### config.mk
export PLATFORM = sky130hd
export DESIGN_NAME = eight_bit_accumulator
export DESIGN_NICKNAME = d
export VERILOG_FILES = /design/src/pkg/acc_pkg.sv /design/src/verilog/eight_bit_accumulator.sv
export SDC_FILE = /design/constraint.sdc
export NUM_CORES = 1
export LEC_CHECK = 0
export BUFFER_PORTS_ARGS = -buffer_cell sky130_fd_sc_hd__clkbuf_2
export CELL_PAD_IN_SITES_DETAIL_PLACEMENT = 2
export CELL_PAD_IN_SITES_GLOBAL_PLACEMENT = 2
export CORE_ASPECT_RATIO = 0.5
export CORE_MARGIN = 4
export CORE_UTILIZATION = 27
export DETAILED_ROUTE_END_ITERATION = 10
export GPL_TIMING_DRIVEN = 0
export HOLD_SLACK_MARGIN = 0.15
export PLACE_DENSITY = 0.84
export SLEW_MARGIN = 5
export SYNTH_ARGS = -nofsm -noshare
export SYNTH_HDL_FRONTEND = slang
export SYNTH_SLANG_ARGS = --single-unit
### constraint.sdc
create_clock -name CLK_SYS -period 3.8 [get_ports CLK_SYS]
set_input_delay 0.38 -clock CLK_SYS [delete_from_list [all_inputs] [get_ports CLK_SYS]]
set_output_delay 0.38 -clock CLK_SYS [all_outputs]
set_load 0.01 [all_outputs]
### src/pkg/acc_pkg.sv
// Constants, register offsets and field positions of the eight-bit accumulator.
package acc_pkg;
  localparam int DATA_W = 8;
  localparam int BUS_W = 32;
  localparam int ADDR_W = 32;
  // Register byte offsets on the bus.
  localparam logic [7:0] CTRL_OFS = 8'h00;
  localparam logic [7:0] OPERAND_OFS = 8'h04;
  localparam logic [7:0] LOAD_DATA_OFS = 8'h08;
  localparam logic [7:0] COMMAND_OFS = 8'h0c;
  localparam logic [7:0] STATUS_OFS = 8'h10;
  // Control register fields.
  localparam int CTRL_ADD_SEL_BIT = 0;
  localparam int CTRL_ENABLE_BIT = 1;
  localparam int CTRL_CARRY_BIT = 2;
  localparam int CTRL_CARRY_PIN_BIT = 3;
  localparam int CTRL_W = 4;
  // Command register fields, write-only pulses.
  localparam int CMD_LOAD_BIT = 0;
  localparam int CMD_CLEAR_BIT = 1;
  // Status register fields.
  localparam int STAT_CARRY_BIT = 8;
  localparam int STAT_OVF_BIT = 9;
  // Values after reset.
  localparam logic [CTRL_W-1:0] CTRL_RST = 4'h1;
  localparam logic [DATA_W-1:0] DATA_RST = 8'h00;
  localparam logic [BUS_W-1:0] BUS_ZERO = 32'h0000_0000;
  // Register index codes used by the decoder.
  typedef enum logic [2:0] {
    IDX_CTRL = 3'h0,
    IDX_OPERAND = 3'h1,
    IDX_LOAD = 3'h2,
    IDX_CMD = 3'h3,
    IDX_STATUS = 3'h4,
    IDX_NONE = 3'h7
  } reg_idx_t;
endpackage

### src/verilog/eight_bit_accumulator.sv
// Eight-bit loadable cascadable accumulator with an AHB-Lite register slave.
//
// The AHB-Lite slave port and the register addresses are this design's own decisions.
`timescale 1ns/1ps
`default_nettype none
module eight_bit_accumulator
  import acc_pkg::*;
(
  // Clock and resets.
  input wire logic CLK_SYS,
  input wire logic RST,
  input wire logic GLOBAL_SET_RESET_LINE,
  // AHB-Lite slave.
  input wire logic HSEL,
  input wire logic [acc_pkg::ADDR_W-1:0] HADDR,
  input wire logic [1:0] HTRANS,
  input wire logic HWRITE,
  input wire logic [2:0] HSIZE,
  input wire logic HREADY,
  input wire logic [acc_pkg::BUS_W-1:0] HWDATA,
  output logic [acc_pkg::BUS_W-1:0] HRDATA,
  output logic HREADYOUT,
  output logic HRESP,
  // Cascade and result.
  input wire logic CARRY_INPUT,
  output logic [acc_pkg::DATA_W-1:0] ACC_Q,
  output logic CARRY_OUTPUT,
  output logic SIGNED_OVERFLOW
);
  import acc_pkg::*;

  ////////////////////////////////////////////////////////////////////////////
  function automatic reg_idx_t decode(input logic [ADDR_W-1:0] a);
    reg_idx_t r;
    r = IDX_NONE;
    if (a[ADDR_W-1:8] == '0 && a[1:0] == 2'b00) begin
      unique case (a[7:0])
        CTRL_OFS: r = IDX_CTRL;
        OPERAND_OFS: r = IDX_OPERAND;
        LOAD_DATA_OFS: r = IDX_LOAD;
        COMMAND_OFS: r = IDX_CMD;
        STATUS_OFS: r = IDX_STATUS;
        default: r = IDX_NONE;
      endcase
    end
    return r;
  endfunction

  ////////////////////////////////////////////////////////////////////////////
  logic [CTRL_W-1:0] ctrl_r;
  logic [DATA_W-1:0] operand_r;
  logic [DATA_W-1:0] load_data_r;
  logic [DATA_W-1:0] acc_r;
  logic wr_pend_r;
  reg_idx_t wr_idx_r;
  logic rd_wait_r;
  reg_idx_t rd_idx_r;
  logic [BUS_W-1:0] hrdata_r;
  logic take;
  logic wr_cmd;
  logic load_now;
  logic clear_now;
  logic add_sel;
  logic enable;
  logic carry_in;
  logic [DATA_W:0] sum_u;
  logic [DATA_W:0] diff_u;
  logic [DATA_W+1:0] res_s;
  logic [DATA_W-1:0] result;

  // Bus phases: an address phase is taken only when the bus is ready.
  assign take = HSEL && HREADY && HTRANS[1];
  assign HREADYOUT = !rd_wait_r;
  assign HRESP = 1'b0;
  assign HRDATA = hrdata_r;

  always_ff @(posedge CLK_SYS) begin
    if (RST) begin
      wr_pend_r <= 1'b0;
      wr_idx_r <= IDX_NONE;
      rd_wait_r <= 1'b0;
      rd_idx_r <= IDX_NONE;
    end else begin
      wr_pend_r <= take && HWRITE;
      rd_wait_r <= take && !HWRITE;
      if (take) begin
        wr_idx_r <= decode(HADDR);
        rd_idx_r <= decode(HADDR);
      end
    end
  end

  // Reads hold one wait state so that data reflect writes just committed.
  always_ff @(posedge CLK_SYS) begin
    if (RST) begin
      hrdata_r <= BUS_ZERO;
    end else if (rd_wait_r) begin
      hrdata_r <= BUS_ZERO;
      unique case (rd_idx_r)
        IDX_CTRL: hrdata_r[CTRL_W-1:0] <= ctrl_r;
        IDX_OPERAND: hrdata_r[DATA_W-1:0] <= operand_r;
        IDX_LOAD: hrdata_r[DATA_W-1:0] <= load_data_r;
        IDX_STATUS: begin
          hrdata_r[DATA_W-1:0] <= acc_r;
          hrdata_r[STAT_CARRY_BIT] <= CARRY_OUTPUT;
          hrdata_r[STAT_OVF_BIT] <= SIGNED_OVERFLOW;
        end
        default: hrdata_r <= BUS_ZERO;
      endcase
    end
  end

  always_ff @(posedge CLK_SYS) begin
    if (RST) begin
      ctrl_r <= CTRL_RST;
      operand_r <= DATA_RST;
      load_data_r <= DATA_RST;
    end else if (wr_pend_r) begin
      unique case (wr_idx_r)
        IDX_CTRL: ctrl_r <= HWDATA[CTRL_W-1:0];
        IDX_OPERAND: operand_r <= HWDATA[DATA_W-1:0];
        IDX_LOAD: load_data_r <= HWDATA[DATA_W-1:0];
        default: ;
      endcase
    end
  end

  ////////////////////////////////////////////////////////////////////////////
  assign wr_cmd = wr_pend_r && (wr_idx_r == IDX_CMD);
  assign load_now = wr_cmd && HWDATA[CMD_LOAD_BIT];
  assign clear_now = RST || (wr_cmd && HWDATA[CMD_CLEAR_BIT]);
  assign add_sel = ctrl_r[CTRL_ADD_SEL_BIT];
  assign enable = ctrl_r[CTRL_ENABLE_BIT];
  assign carry_in = ctrl_r[CTRL_CARRY_PIN_BIT] ? CARRY_INPUT : ctrl_r[CTRL_CARRY_BIT];

  // Carry enters at bit 0 of an eight-bit operand.
  assign sum_u = {1'b0, acc_r} + {1'b0, operand_r} + {{DATA_W{1'b0}}, carry_in};
  assign diff_u = {1'b0, acc_r} - {1'b0, operand_r} - {{DATA_W{1'b0}}, carry_in};
  // Sign-extended result two bits wider than the register exposes signed overflow.
  assign res_s = add_sel ?
    {{2{acc_r[DATA_W-1]}}, acc_r} + {{2{operand_r[DATA_W-1]}}, operand_r}
      + {{(DATA_W+1){1'b0}}, carry_in} :
    {{2{acc_r[DATA_W-1]}}, acc_r} - {{2{operand_r[DATA_W-1]}}, operand_r}
      - {{(DATA_W+1){1'b0}}, carry_in};
  assign result = add_sel ? sum_u[DATA_W-1:0] : diff_u[DATA_W-1:0];
  assign CARRY_OUTPUT = add_sel ? sum_u[DATA_W] : !diff_u[DATA_W];
  assign SIGNED_OVERFLOW = (res_s[DATA_W+1:DATA_W-1] != 3'b000)
    && (res_s[DATA_W+1:DATA_W-1] != 3'b111);
  assign ACC_Q = acc_r;

  always_ff @(posedge CLK_SYS or posedge GLOBAL_SET_RESET_LINE) begin
    if (GLOBAL_SET_RESET_LINE) begin
      acc_r <= DATA_RST;
    end else if (clear_now) begin
      acc_r <= DATA_RST;
    end else if (load_now) begin
      acc_r <= load_data_r;
    end else if (enable) begin
      acc_r <= result;
    end
  end
endmodule
`default_nettype wire
==> results of run 1 <==
synthesized netlist by cell type, drive strengths merged, types with 10 or more instances:
cell    instances  area, um^2
nor2           42         158
mux2i          24         253
buf            25         180
nand2          46         173
a21oi          31         155
inv            31         116
clkbuf         13        48.8
dfxtp          35         701
o21ai          18        90.1
ha             24         300
o211ai         12        90.1
nor3           10        55.1
cell families (layout without fill, tap and decap cells):
family | count (synthesis) | in the layout | synth area share (%)
AND/OR/NAND/NOR | 138 | 138 | 20.1
AO/OA/AOI/OAI | 92 | 92 | 18.8
buffers and inverters | 69 | 149 | 10.7
flip-flops | 43 | 43 | 27.9
adder cells (fa/ha/maj) | 28 | 28 | 11.8
multiplexers | 24 | 24 | 7.84
XOR/XNOR | 10 | 10 | 2.72
other | 1 | 23 | 0.116
sequential cells by signal, summed over array words and instances (netlist names):
signal       flops
wr_pend_r        1
operand_r        8
HRDATA          10
rd_wait_r        1
ctrl_r           4
load_data_r      8
ACC_Q            8
rd_idx_r         3
per-layer routing:
metal	vias to the layer above	routed length [um]
met3	10	671
met1	1612	5420
li1	1563	-
met4	0	142
met2	88	5830
met5	-	0
per-stage QoR:
| step | cell area (um^2) | hold slack, ns | util, % | power [W] | setup slack [ns] |
|---|---|---|---|---|---|
| final | 4090 | 0.271 | 36.1 | 0.000960 | 0.0536 |
| after global routing | 4090 | 0.284 | 36.1 | 0.000999 | -0.0968 |
| after floorplan | 3310 | 0.196 | - | 0.000516 | 0.494 |
| after detailed placement | 3840 | 0.331 | 33.9 | 0.000556 | -0.133 |
| after CTS | 4020 | 0.270 | 35.5 | 0.000963 | 0.0376 |
| after global placement | 3840 | 0.323 | 33.9 | 0.000553 | -0.0243 |
area by class of cell:
type | instances | area [um^2] | area share, %
buffer | 38 | 229 | 5.60
timing repair buffer | 73 | 383 | 9.37
tap | 159 | 199 | 4.87
multi-input combinational | 315 | 2120 | 51.9
sequential | 43 | 905 | 22.1
inverter | 31 | 116 | 2.85
clock buffer | 7 | 133 | 3.25
how the worst min path moves through the flow:
stage / from / endpoint / slack, ns / depth (start not counted)
5_1_grt: HWRITE / rd_wait_r / 0.28 / 2
2_1_floorplan: GLOBAL_SET_RESET_LINE / ACC_Q[0] / 0.20 / 1
6_report: HWRITE / rd_wait_r / 0.27 / 2
3_3_place_gp: GLOBAL_SET_RESET_LINE / ACC_Q[0] / 0.32 / 2
4_1_cts: HWRITE / rd_wait_r / 0.27 / 2
3_5_place_dp: GLOBAL_SET_RESET_LINE / ACC_Q[1] / 0.33 / 2
power by group through the flow:
stage          sequential, W  combinational [W]  clock (W)
3_3_place_gp        0.000466          0.0000871          0
5_1_grt             0.000456           0.000102   0.000441
3_5_place_dp        0.000467          0.0000894          0
4_1_cts             0.000457          0.0000910   0.000415
6_report            0.000456          0.0000923   0.000412
2_1_floorplan       0.000466          0.0000502          0
cells in the final DEF (no fill, tap or decap), drive strengths merged, types with 2 or more instances in the layout:
cell and instances:
clkbuf 86, nand2 46, nor2 42, dfxtp 35, inv 31, a21oi 31
buf 31, ha 24, mux2i 24, conb 23, o21ai 18, o211ai 12
nor3 10, nor4 9, dfrtp 8, a211oi 8, a22oi 8, nor2b 7
nand3 6, xnor2 6, xor2 4, fa 4, nand4 3, or3 3
nand2b 3, nor3b 3, a2111oi 2, a21o 2, o22ai 2
what timing repair did:
action,CTS,global route
hold endpoints to repair,8,0
pin swaps,1,7
buffers inserted,1,4
gates resized for setup,5,10
hold buffers,1,0
endpoints found under the setup margin,1,1
critical path: cells and delay by family, from the launching register on:
family | cells | cell delay, ns
fa+ha+maj | 2 | 0.75
compound gates | 4 | 0.73
simple gates | 3 | 0.65
buf+inv | 3 | 0.41
mux | 1 | 0.20
flops | 1 | 0.35
==> results by stage, run 1 <==
Drt:
- After detailed routing, the average wire length per cell comes to 18.1 um.
- In this run, the number of DRC markers left after iteration 0 of detailed routing was 120.
- The via-per-instance ratio is 4.91.
- The residual DRC count is 0.
- The via count is 3273.
- The routed design has 12100 um of wire.
- The number of routed nets with antenna violations is 0.
- Before antenna repair, the detailed router went through 4 iterations.

GRT:
- The remaining global-route overflow is 0.
- The total routing usage reported by global routing is 17.3%.
- For this run, global-route usage on met3 was measured as 2.81%.
- The number of antenna violations at the first check in global routing is 0.
- The largest net degree at the start of global routing is 13.
- Global routing used 30.0% of the available met2 tracks.
- The wire length of the first global-routing pass is 19200 um.
- The highest-utilization routing layer at the global route stage is met2.
- The number of global-route vias before repair is 3623.
- The met1 usage is 22.5%.

Critical path:
- The data required time at the worst endpoint is 3.42 ns.
- Tracing the worst setup path back leads to its startpoint at ctrl_r[3].
- The worst setup path is launched from a flip-flop.
- The worst setup slack for register-to-register paths is 0.38 ns.
- The kind of end point of the critical path is an output port.
- The most repeated library cell on the critical path is buf_4.
- The logic depth of the worst register-to-register path is 13.
- For this design, the slowest cell found on the critical path is fa_1.
- In this run the worst path has a maximum fanout of 3.
- The critical path ends at SIGNED_OVERFLOW.
- On the worst path, the slowest cell contributes a delay of 0.43 ns.
- The arrival time of the worst setup path is 3.37 ns.
- The origin of the critical flop-to-flop path is ctrl_r[3].
- The critical path goes through mux2i_4 > buf_4 > buf_4 > fa_1 > ha_1 > o211a_1 > a2111oi_4 > nor4_1 > nor2_1 > o22ai_1 > and2_4 > a21oi_2 > buf_2.
- The critical path in this run is classified as reg2out.
- The worst register-to-register path ends at HRDATA[9].

STA:
- The sum of negative setup slack is 0 ns.
- Setup repair after global routing could not meet its margin everywhere.
- The relative slew slack is 18.0%.
- The worst path uses 98.6% of the clock period.
- The final critical path time including I/O delays and setup is 3.75 ns.
- The maximum clock frequency is 267 MHz.
- The number of pins exceeding their max-slew limit in the final report is 0.
- The count of endpoints failing hold in the final timing report is 0.
- Setup violations remaining at the end of the flow were counted as 0.
- For the pin with the worst max-slew slack, the measured transition is 1.23 ns.
- Clock skew on the completed layout was measured at 0.00970 ns.

Placed design:
- Detailed placement ended at an HPWL of 9240 um.
- The weighted congestion reported at the end of routability-driven placement is 0.794.
- The number of placed instances with taps included is 653.
- The count of buffers added on input and output ports is 67.

Synthesis:
- The post-synthesis sequential element count is 43.
- The number of enable flip-flop cells after synthesis is 0.
- The post-synthesis average cell area is 7.96 um^2.
- The number of warnings printed during yosys synthesis is 0.
- The area of the mapped netlist is 0.00322 mm^2.
- The share of synthesized area occupied by flip-flops and latches is 27.9%.
- For this run, asynchronously set or reset flops after synthesis account for 18.6%.
- The number of instances in the synthesized netlist is 405.
- In the synthesized netlist the dominant register cell turns out to be dfxtp_1.
- The count of unique library cells instantiated by Yosys is 50.

Floorplan:
- The effective utilization at floorplan is 28.5%.
- 120 I/O pins were placed.
- The region available for standard cell placement spans 0.0113 mm^2.
- The die area is 0.0139 mm^2.
- The floorplan has 27 rows.
- The die boundary height is 85.3 um.
- The horizontal extent of the die is 163 um.

Pwr:
- Sequential cells burn 47.5% of the power.
- The leakage power is 1.78 nW.
- IR analysis of the VDD net gives a maximum drop of 0.197 mV.
- The portion of total power attributed to combinational logic is 9.6%.
- The power density over cell area is 235 mW/mm^2.
- Per report_power, the clock group accounts for 42.9% of the total.
- The power dissipated by switching net loads is 0.000224 W.
- The internal power is 0.000736 W.
- Net switching is 23.3% of the power.

Clock network:
- Clock-pin slew was measured on the worst setup and hold paths at 0.06 ns.
- The root buffer cell chosen for the clock tree is clkbuf_16.
- The clock reaches the later pin of the worst-skew pair after 0.29 ns.
- TritonCTS built the clock tree.
- Counting along the longest clock path gives a buffer depth of 2.
- For this design, the sink count on the clock tree is 43.
- Counting the buffers created by CTS gives 5.
- CTS built an H-tree with a depth of 2.

Final layout:
- After filler insertion, the fill cell instance count of the layout stands at 1332.
- The area growth from synthesis to layout is 26.7%.
- The non-filler instance count after layout is 666.
- At the end of the flow, the number of nets in the layout was 611.
- The antenna diode instance count is 0.
- The fraction of layout cells with a size suffix above 1 is 23.7%.

Worst hold path:
- The tightest min-delay check is of the in2reg type.

Run:
- The max-capacitance violation count is 0.

Status:
- The run finished with clean final reports.
(Power assumes the default switching activity.)
==> run 2: changes to the inputs <==
--- a/config.mk
+++ b/config.mk
@@ -5,16 +5,17 @@
 export SDC_FILE = /design/constraint.sdc
 export NUM_CORES = 1
 export LEC_CHECK = 0
+export ABC_AREA = 1
 export BUFFER_PORTS_ARGS = -buffer_cell sky130_fd_sc_hd__clkbuf_2
 export CELL_PAD_IN_SITES_DETAIL_PLACEMENT = 2
 export CELL_PAD_IN_SITES_GLOBAL_PLACEMENT = 2
 export CORE_ASPECT_RATIO = 0.5
 export CORE_MARGIN = 4
-export CORE_UTILIZATION = 27
+export CORE_UTILIZATION = 26
 export DETAILED_ROUTE_END_ITERATION = 10
 export GPL_TIMING_DRIVEN = 0
 export HOLD_SLACK_MARGIN = 0.15
-export PLACE_DENSITY = 0.84
+export PLACE_DENSITY = 0.85
 export SLEW_MARGIN = 5
 export SYNTH_ARGS = -nofsm -noshare
 export SYNTH_HDL_FRONTEND = slang
==> run 2 against run 1 <==
  * Sequential power is essentially flat
  * Sequential share of layout area is essentially flat
  * Final cell count grew 13%
  * Fmax grew 7.8%
  * Sequential cell count is the same
  * Critical path depth grew 5
  * Via count grew 9.5%
  * Die area grew 4.4%
  * Synthesized area grew 0.81%
  * Non-clock buffer count shrank 10
  * Count of clock-buffer cells in the layout shrank 1
  * Global-route usage grew 0.32 points
  * Critical endpoint unchanged
==> results by stage, run 2 <==
Synthesis:
- The area of the mapped netlist is 0.00325 mm^2 (+0.81%).
- The number of instances in the synthesized netlist is 486 (+20%).
- The fraction of registers with async set/reset is 18.6% (unchanged).
- By count the netlist is led by nand2_1, inv_1, nor2_1, a21oi_1, o21ai_0.
- The biggest area contributor in the post-synthesis netlist is dfxtp_1.
- The number of enable flip-flop cells after synthesis is 0 (unchanged).
- The area fraction of the dominant cell type after synthesis is 21.6% (-0.18 points).
- The most used standard cell by instance count after synthesis is nand2_1.
- The most used flip-flop cell after synthesis is dfxtp_1.
- The count of unique library cells instantiated by Yosys came to 38 (-24%).
- By area the synthesized netlist is led by dfxtp_1, nand2_1, ha_1.
- The share of synthesized area occupied by flip-flops and latches is 27.7% (-0.23 points).
- The post-synthesis average cell area is 6.69 um^2 (-16%).
- The post-synthesis sequential element count is 43 (unchanged).
- The number of warnings printed during yosys synthesis was 0 (unchanged).

Critical path:
- The critical path's largest stage delay is 0.48 ns (+0.05 ns).
- The worst setup path is captured at an output port.
- The worst setup path is launched from a flip-flop.
- In this run the critical register-to-register path is captured at HRDATA[9].
- The maximum fanout along the worst path is 3 (unchanged).
- The classification of the worst setup path is reg2out.
- The worst path buffer plus inverter count came to 4 (+1).
- The arrival time of the worst setup path is 3.10 ns (-0.27 ns).
- On the critical path, the stage with the largest delay is an instance of fa_1.
- The most repeated library cell on the critical path is nand2_1.
- The worst setup slack for register-to-register paths is 0.95 ns (+0.57 ns).
- The logic depth of the worst register-to-register path came to 18 (+5).
- In this design, the largest share of critical-path delay is due to simple AND/OR/NAND/NOR gates.
- The origin of the critical flop-to-flop path is ctrl_r[3].
- The data required time at the worst endpoint is 3.42 ns (about the same).
- Traced cell by cell, the critical path runs through inv_1 > or2_2 > o21ai_2 > inv_1 > fa_1 > inv_1 > ha_1 > nor2_2 > o21ai_1 > nand2_1 > nand2_1 > nand2_1 > nand3_1 > nand2_1 > nor2_1 > nand2_1 > and2_1 > clkbuf_2.

STA:
- The hold slack is 0.266 ns (-0.00573 ns).
- The relative slew slack was 59.4% (+41 points).
- Setup repair after global routing left no endpoint under its margin.
- The maximum clock frequency is 288 MHz (+7.8%).
- The final cycle utilization of the critical path is 91.5% (-7.1 points).
- The clock tree skew after final layout is 0.00400 ns (-0.00570 ns).
- The final worst slack was 0.324 ns (+0.270 ns).
- The number of pins exceeding their max-slew limit in the final report came to 0 (unchanged).
- The sum of negative setup slack was 0 ns (unchanged).
- The final number of setup-violating endpoints came to 0 (unchanged).
- The final critical path time including I/O delays and setup came to 3.48 ns (-0.270 ns).
- The slew at the pin closest to its max-slew limit is 0.609 ns (-0.618 ns).
- The count of endpoints failing hold in the final timing report was 0 (unchanged).

Clock network:
- The deepest level of the CTS H-tree is 2 (unchanged).
- The TritonCTS clock tree is yes.
- The insertion delay to the later sink of the worst-skew pair came to 0.29 ns (about the same).
- The clock tree buffer depth is 2 (unchanged).
- The CTS buffer count is 5 (unchanged).
- The clock root buffer is clkbuf_16.
- The number of clock sinks came to 43 (unchanged).
- The clock-pin slew on the worst setup and hold paths is 0.06 ns (about the same).
- The buffer count from post-CTS setup fixing came to 0 (-1).

Final layout:
- In the layout the commonest cells are nand2_1, clkbuf_2, inv_1.
- The net count of the finished layout is 688 (+13%).
- The non-filler instance count after layout is 750 (+13%).
- The antenna diode instance count is 0 (unchanged).
- The area growth from synthesis to layout is 25.2%.
- The fraction of layout cells with a size suffix above 1 came to 21.0% (-2.6 points).
- The number of flip-flops in the largest register came to 10 (unchanged).
- The leading cell type in the layout, fill and taps excluded is nand2_1.

Floorplan:
- The number of primary I/O pins came to 120 (unchanged).
- The die area came to 0.0145 mm^2 (+4.4%).
- The floorplan core area is 0.0120 mm^2 (+6.2%).
- The effective utilization at floorplan is 27.1% (-1.4 points).
- The die boundary height is 87.1 um (+2.1%).
- The horizontal extent of the die was 166 um (+2.2%).
- The number of placement rows was 28 (+3.7%).

GRT:
- The number of antenna violations at the first check in global routing came to 0 (unchanged).
- The wire length of the first global-routing pass is 20400 um (+6.4%).
- The number of global-route vias before repair is 3946 (+8.9%).
- The total routing usage reported by global routing was 17.6% (+0.32 points).
- The largest net degree at the start of global routing is 14 (+1).
- The remaining global-route overflow is 0 (unchanged).

Drt:
- The detail-routed net length per standard cell came to 16.8 um (-7.0%).
- The via-per-instance ratio was 4.78 (-2.8%).
- The routed metal-1 wirelength is 5680 um (+4.8%).
- The number of DRC markers after the initial detailed-route iteration came to 180 (+50%).
- The residual DRC count is 0 (unchanged).
- The number of iterations in the first detailed-routing pass is 4 (unchanged).
- Signal routing reaches up to met4.
- The met3 wire length came to 561 um (-16%).
- The sum of routed wire length over all layers came to 12600 um (+4.7%).
- The routed length on met2 is 6080 um (+4.3%).
- The number of routed nets with antenna violations is 0 (unchanged).
- The via count was 3584 (+9.5%).

Placed design:
- The count of port buffers added during placement is 68 (+1.5%).
- The number of placed instances with taps included is 741 (+13%).
- The final HPWL from detailed placement is 10300 um (+11%).
- The worst setup slack after placement is 0.416 ns (+0.549 ns).
- The weighted congestion reported at the end of routability-driven placement is 0.786 (-1.0%).

Worst hold path:
- The worst hold path cell count is 2 (unchanged).
- The worst min-delay path endpoint is rd_wait_r.
- The worst hold path belongs to the class in2reg.
- In this run the most critical hold path is launched from HWRITE.

Run:
- The max-capacitance violation count came to 0 (unchanged).

Pwr:
- The power density over cell area is 261 mW/mm^2 (+11%).
- The peak ir drop on the vdd network is 0.167 mV (-15%).
- The leakage power is 2.02 nW (+13%).

Status:
- The run finished with clean final reports.
## run 2: changes by cell type after synthesis, sizes merged, moves of 6 or more
cell    delta
o22ai      +7
nor2b      -7
a22oi      -8
nand2     +48
a21oi      +7
mux2i     -24
o21ai     +28
a211oi     -7
nor4       -9
nand3     +17
xnor2      -6
nor2      +17
inv       +45
## run 2: cell type report
| class | instances | area, um^2 |
|---|---|---|
| Multi-Input combinational cell | 356 | 1940 |
| Inverter | 77 | 289 |
| Sequential cell | 43 | 901 |
| Buffer | 32 | 208 |
| Tap cell | 165 | 206 |
| Fill cell | 1480 | 7950 |
| Clock inverter | 2 | 35.0 |
| Clock buffer | 6 | 139 |
| Timing Repair Buffer | 69 | 350 |
## run 2: worst register-to-register path, delay by kind of cell (launching register included)
| family | cells | cell delay, ns |
|---|---|---|
| compound gates | 3 | 0.34 |
| fa+ha+maj | 2 | 0.74 |
| buf+inv | 3 | 0.24 |
| flops | 1 | 0.36 |
| simple gates | 10 | 1.09 |
## run 2: power breakdown
part | internal, W | switching [W] | leakage, nW | total [W]
logic | 0.0000440 | 0.0000547 | 1.54 | 0.0000987
registers | 0.000454 | 0.00000274 | 0.394 | 0.000457
clock network | 0.000327 | 0.000181 | 0.0868 | 0.000508
total | 0.000825 | 0.000238 | 2.02 | 0.00106
## run 2: stage by stage
| stage | util (%) | total power, W | instance area [um^2] |
|---|---|---|---|
| 2_1_floorplan | - | 0.000523 | 3330 |
| 3_3_place_gp | 32.3 | 0.000559 | 3880 |
| 3_5_place_dp | 32.3 | 0.000563 | 3880 |
| 4_1_cts | 33.8 | 0.00107 | 4060 |
| 5_1_grt | 33.9 | 0.00111 | 4070 |
| 6_report | 33.9 | 0.00106 | 4070 |
## run 2: repair_timing
item                                    in CTS  in global routing
endpoints found under the setup margin       0                  1
gates resized for setup                      0                  3
endpoints found under the hold margin        8                  0
hold buffers                                 1                  0
## run 2: worst max path at each step
stage | slack [ns] | cells after the start | startpoint | to
2_1_floorplan | 1.05 | 15 | CARRY_INPUT | SIGNED_OVERFLOW
3_3_place_gp | 0.52 | 17 | CARRY_INPUT | SIGNED_OVERFLOW
3_5_place_dp | 0.42 | 17 | CARRY_INPUT | SIGNED_OVERFLOW
4_1_cts | 0.18 | 17 | ctrl_r[3] | SIGNED_OVERFLOW
5_1_grt | 0.02 | 17 | ctrl_r[3] | SIGNED_OVERFLOW
6_report | 0.32 | 18 | ctrl_r[3] | SIGNED_OVERFLOW
## run 2: logic make-up after synthesis
family	after synthesis	share of synthesized area [%]
AND/OR/NAND/NOR	190	24.9
AO/OA/AOI/OAI	113	19.7
buffers and inverters	109	15.3
flip-flops	43	27.7
adder cells (fa/ha/maj)	28	11.7
XOR/XNOR	2	0.539
other	1	0.115
## run 2: layer usage
layer	GRT usage (%)	vias up
met1	21.7	1724
li1	-	1734
met5	0	-
met4	6.14	0
met2	31.8	103
met3	2.77	23
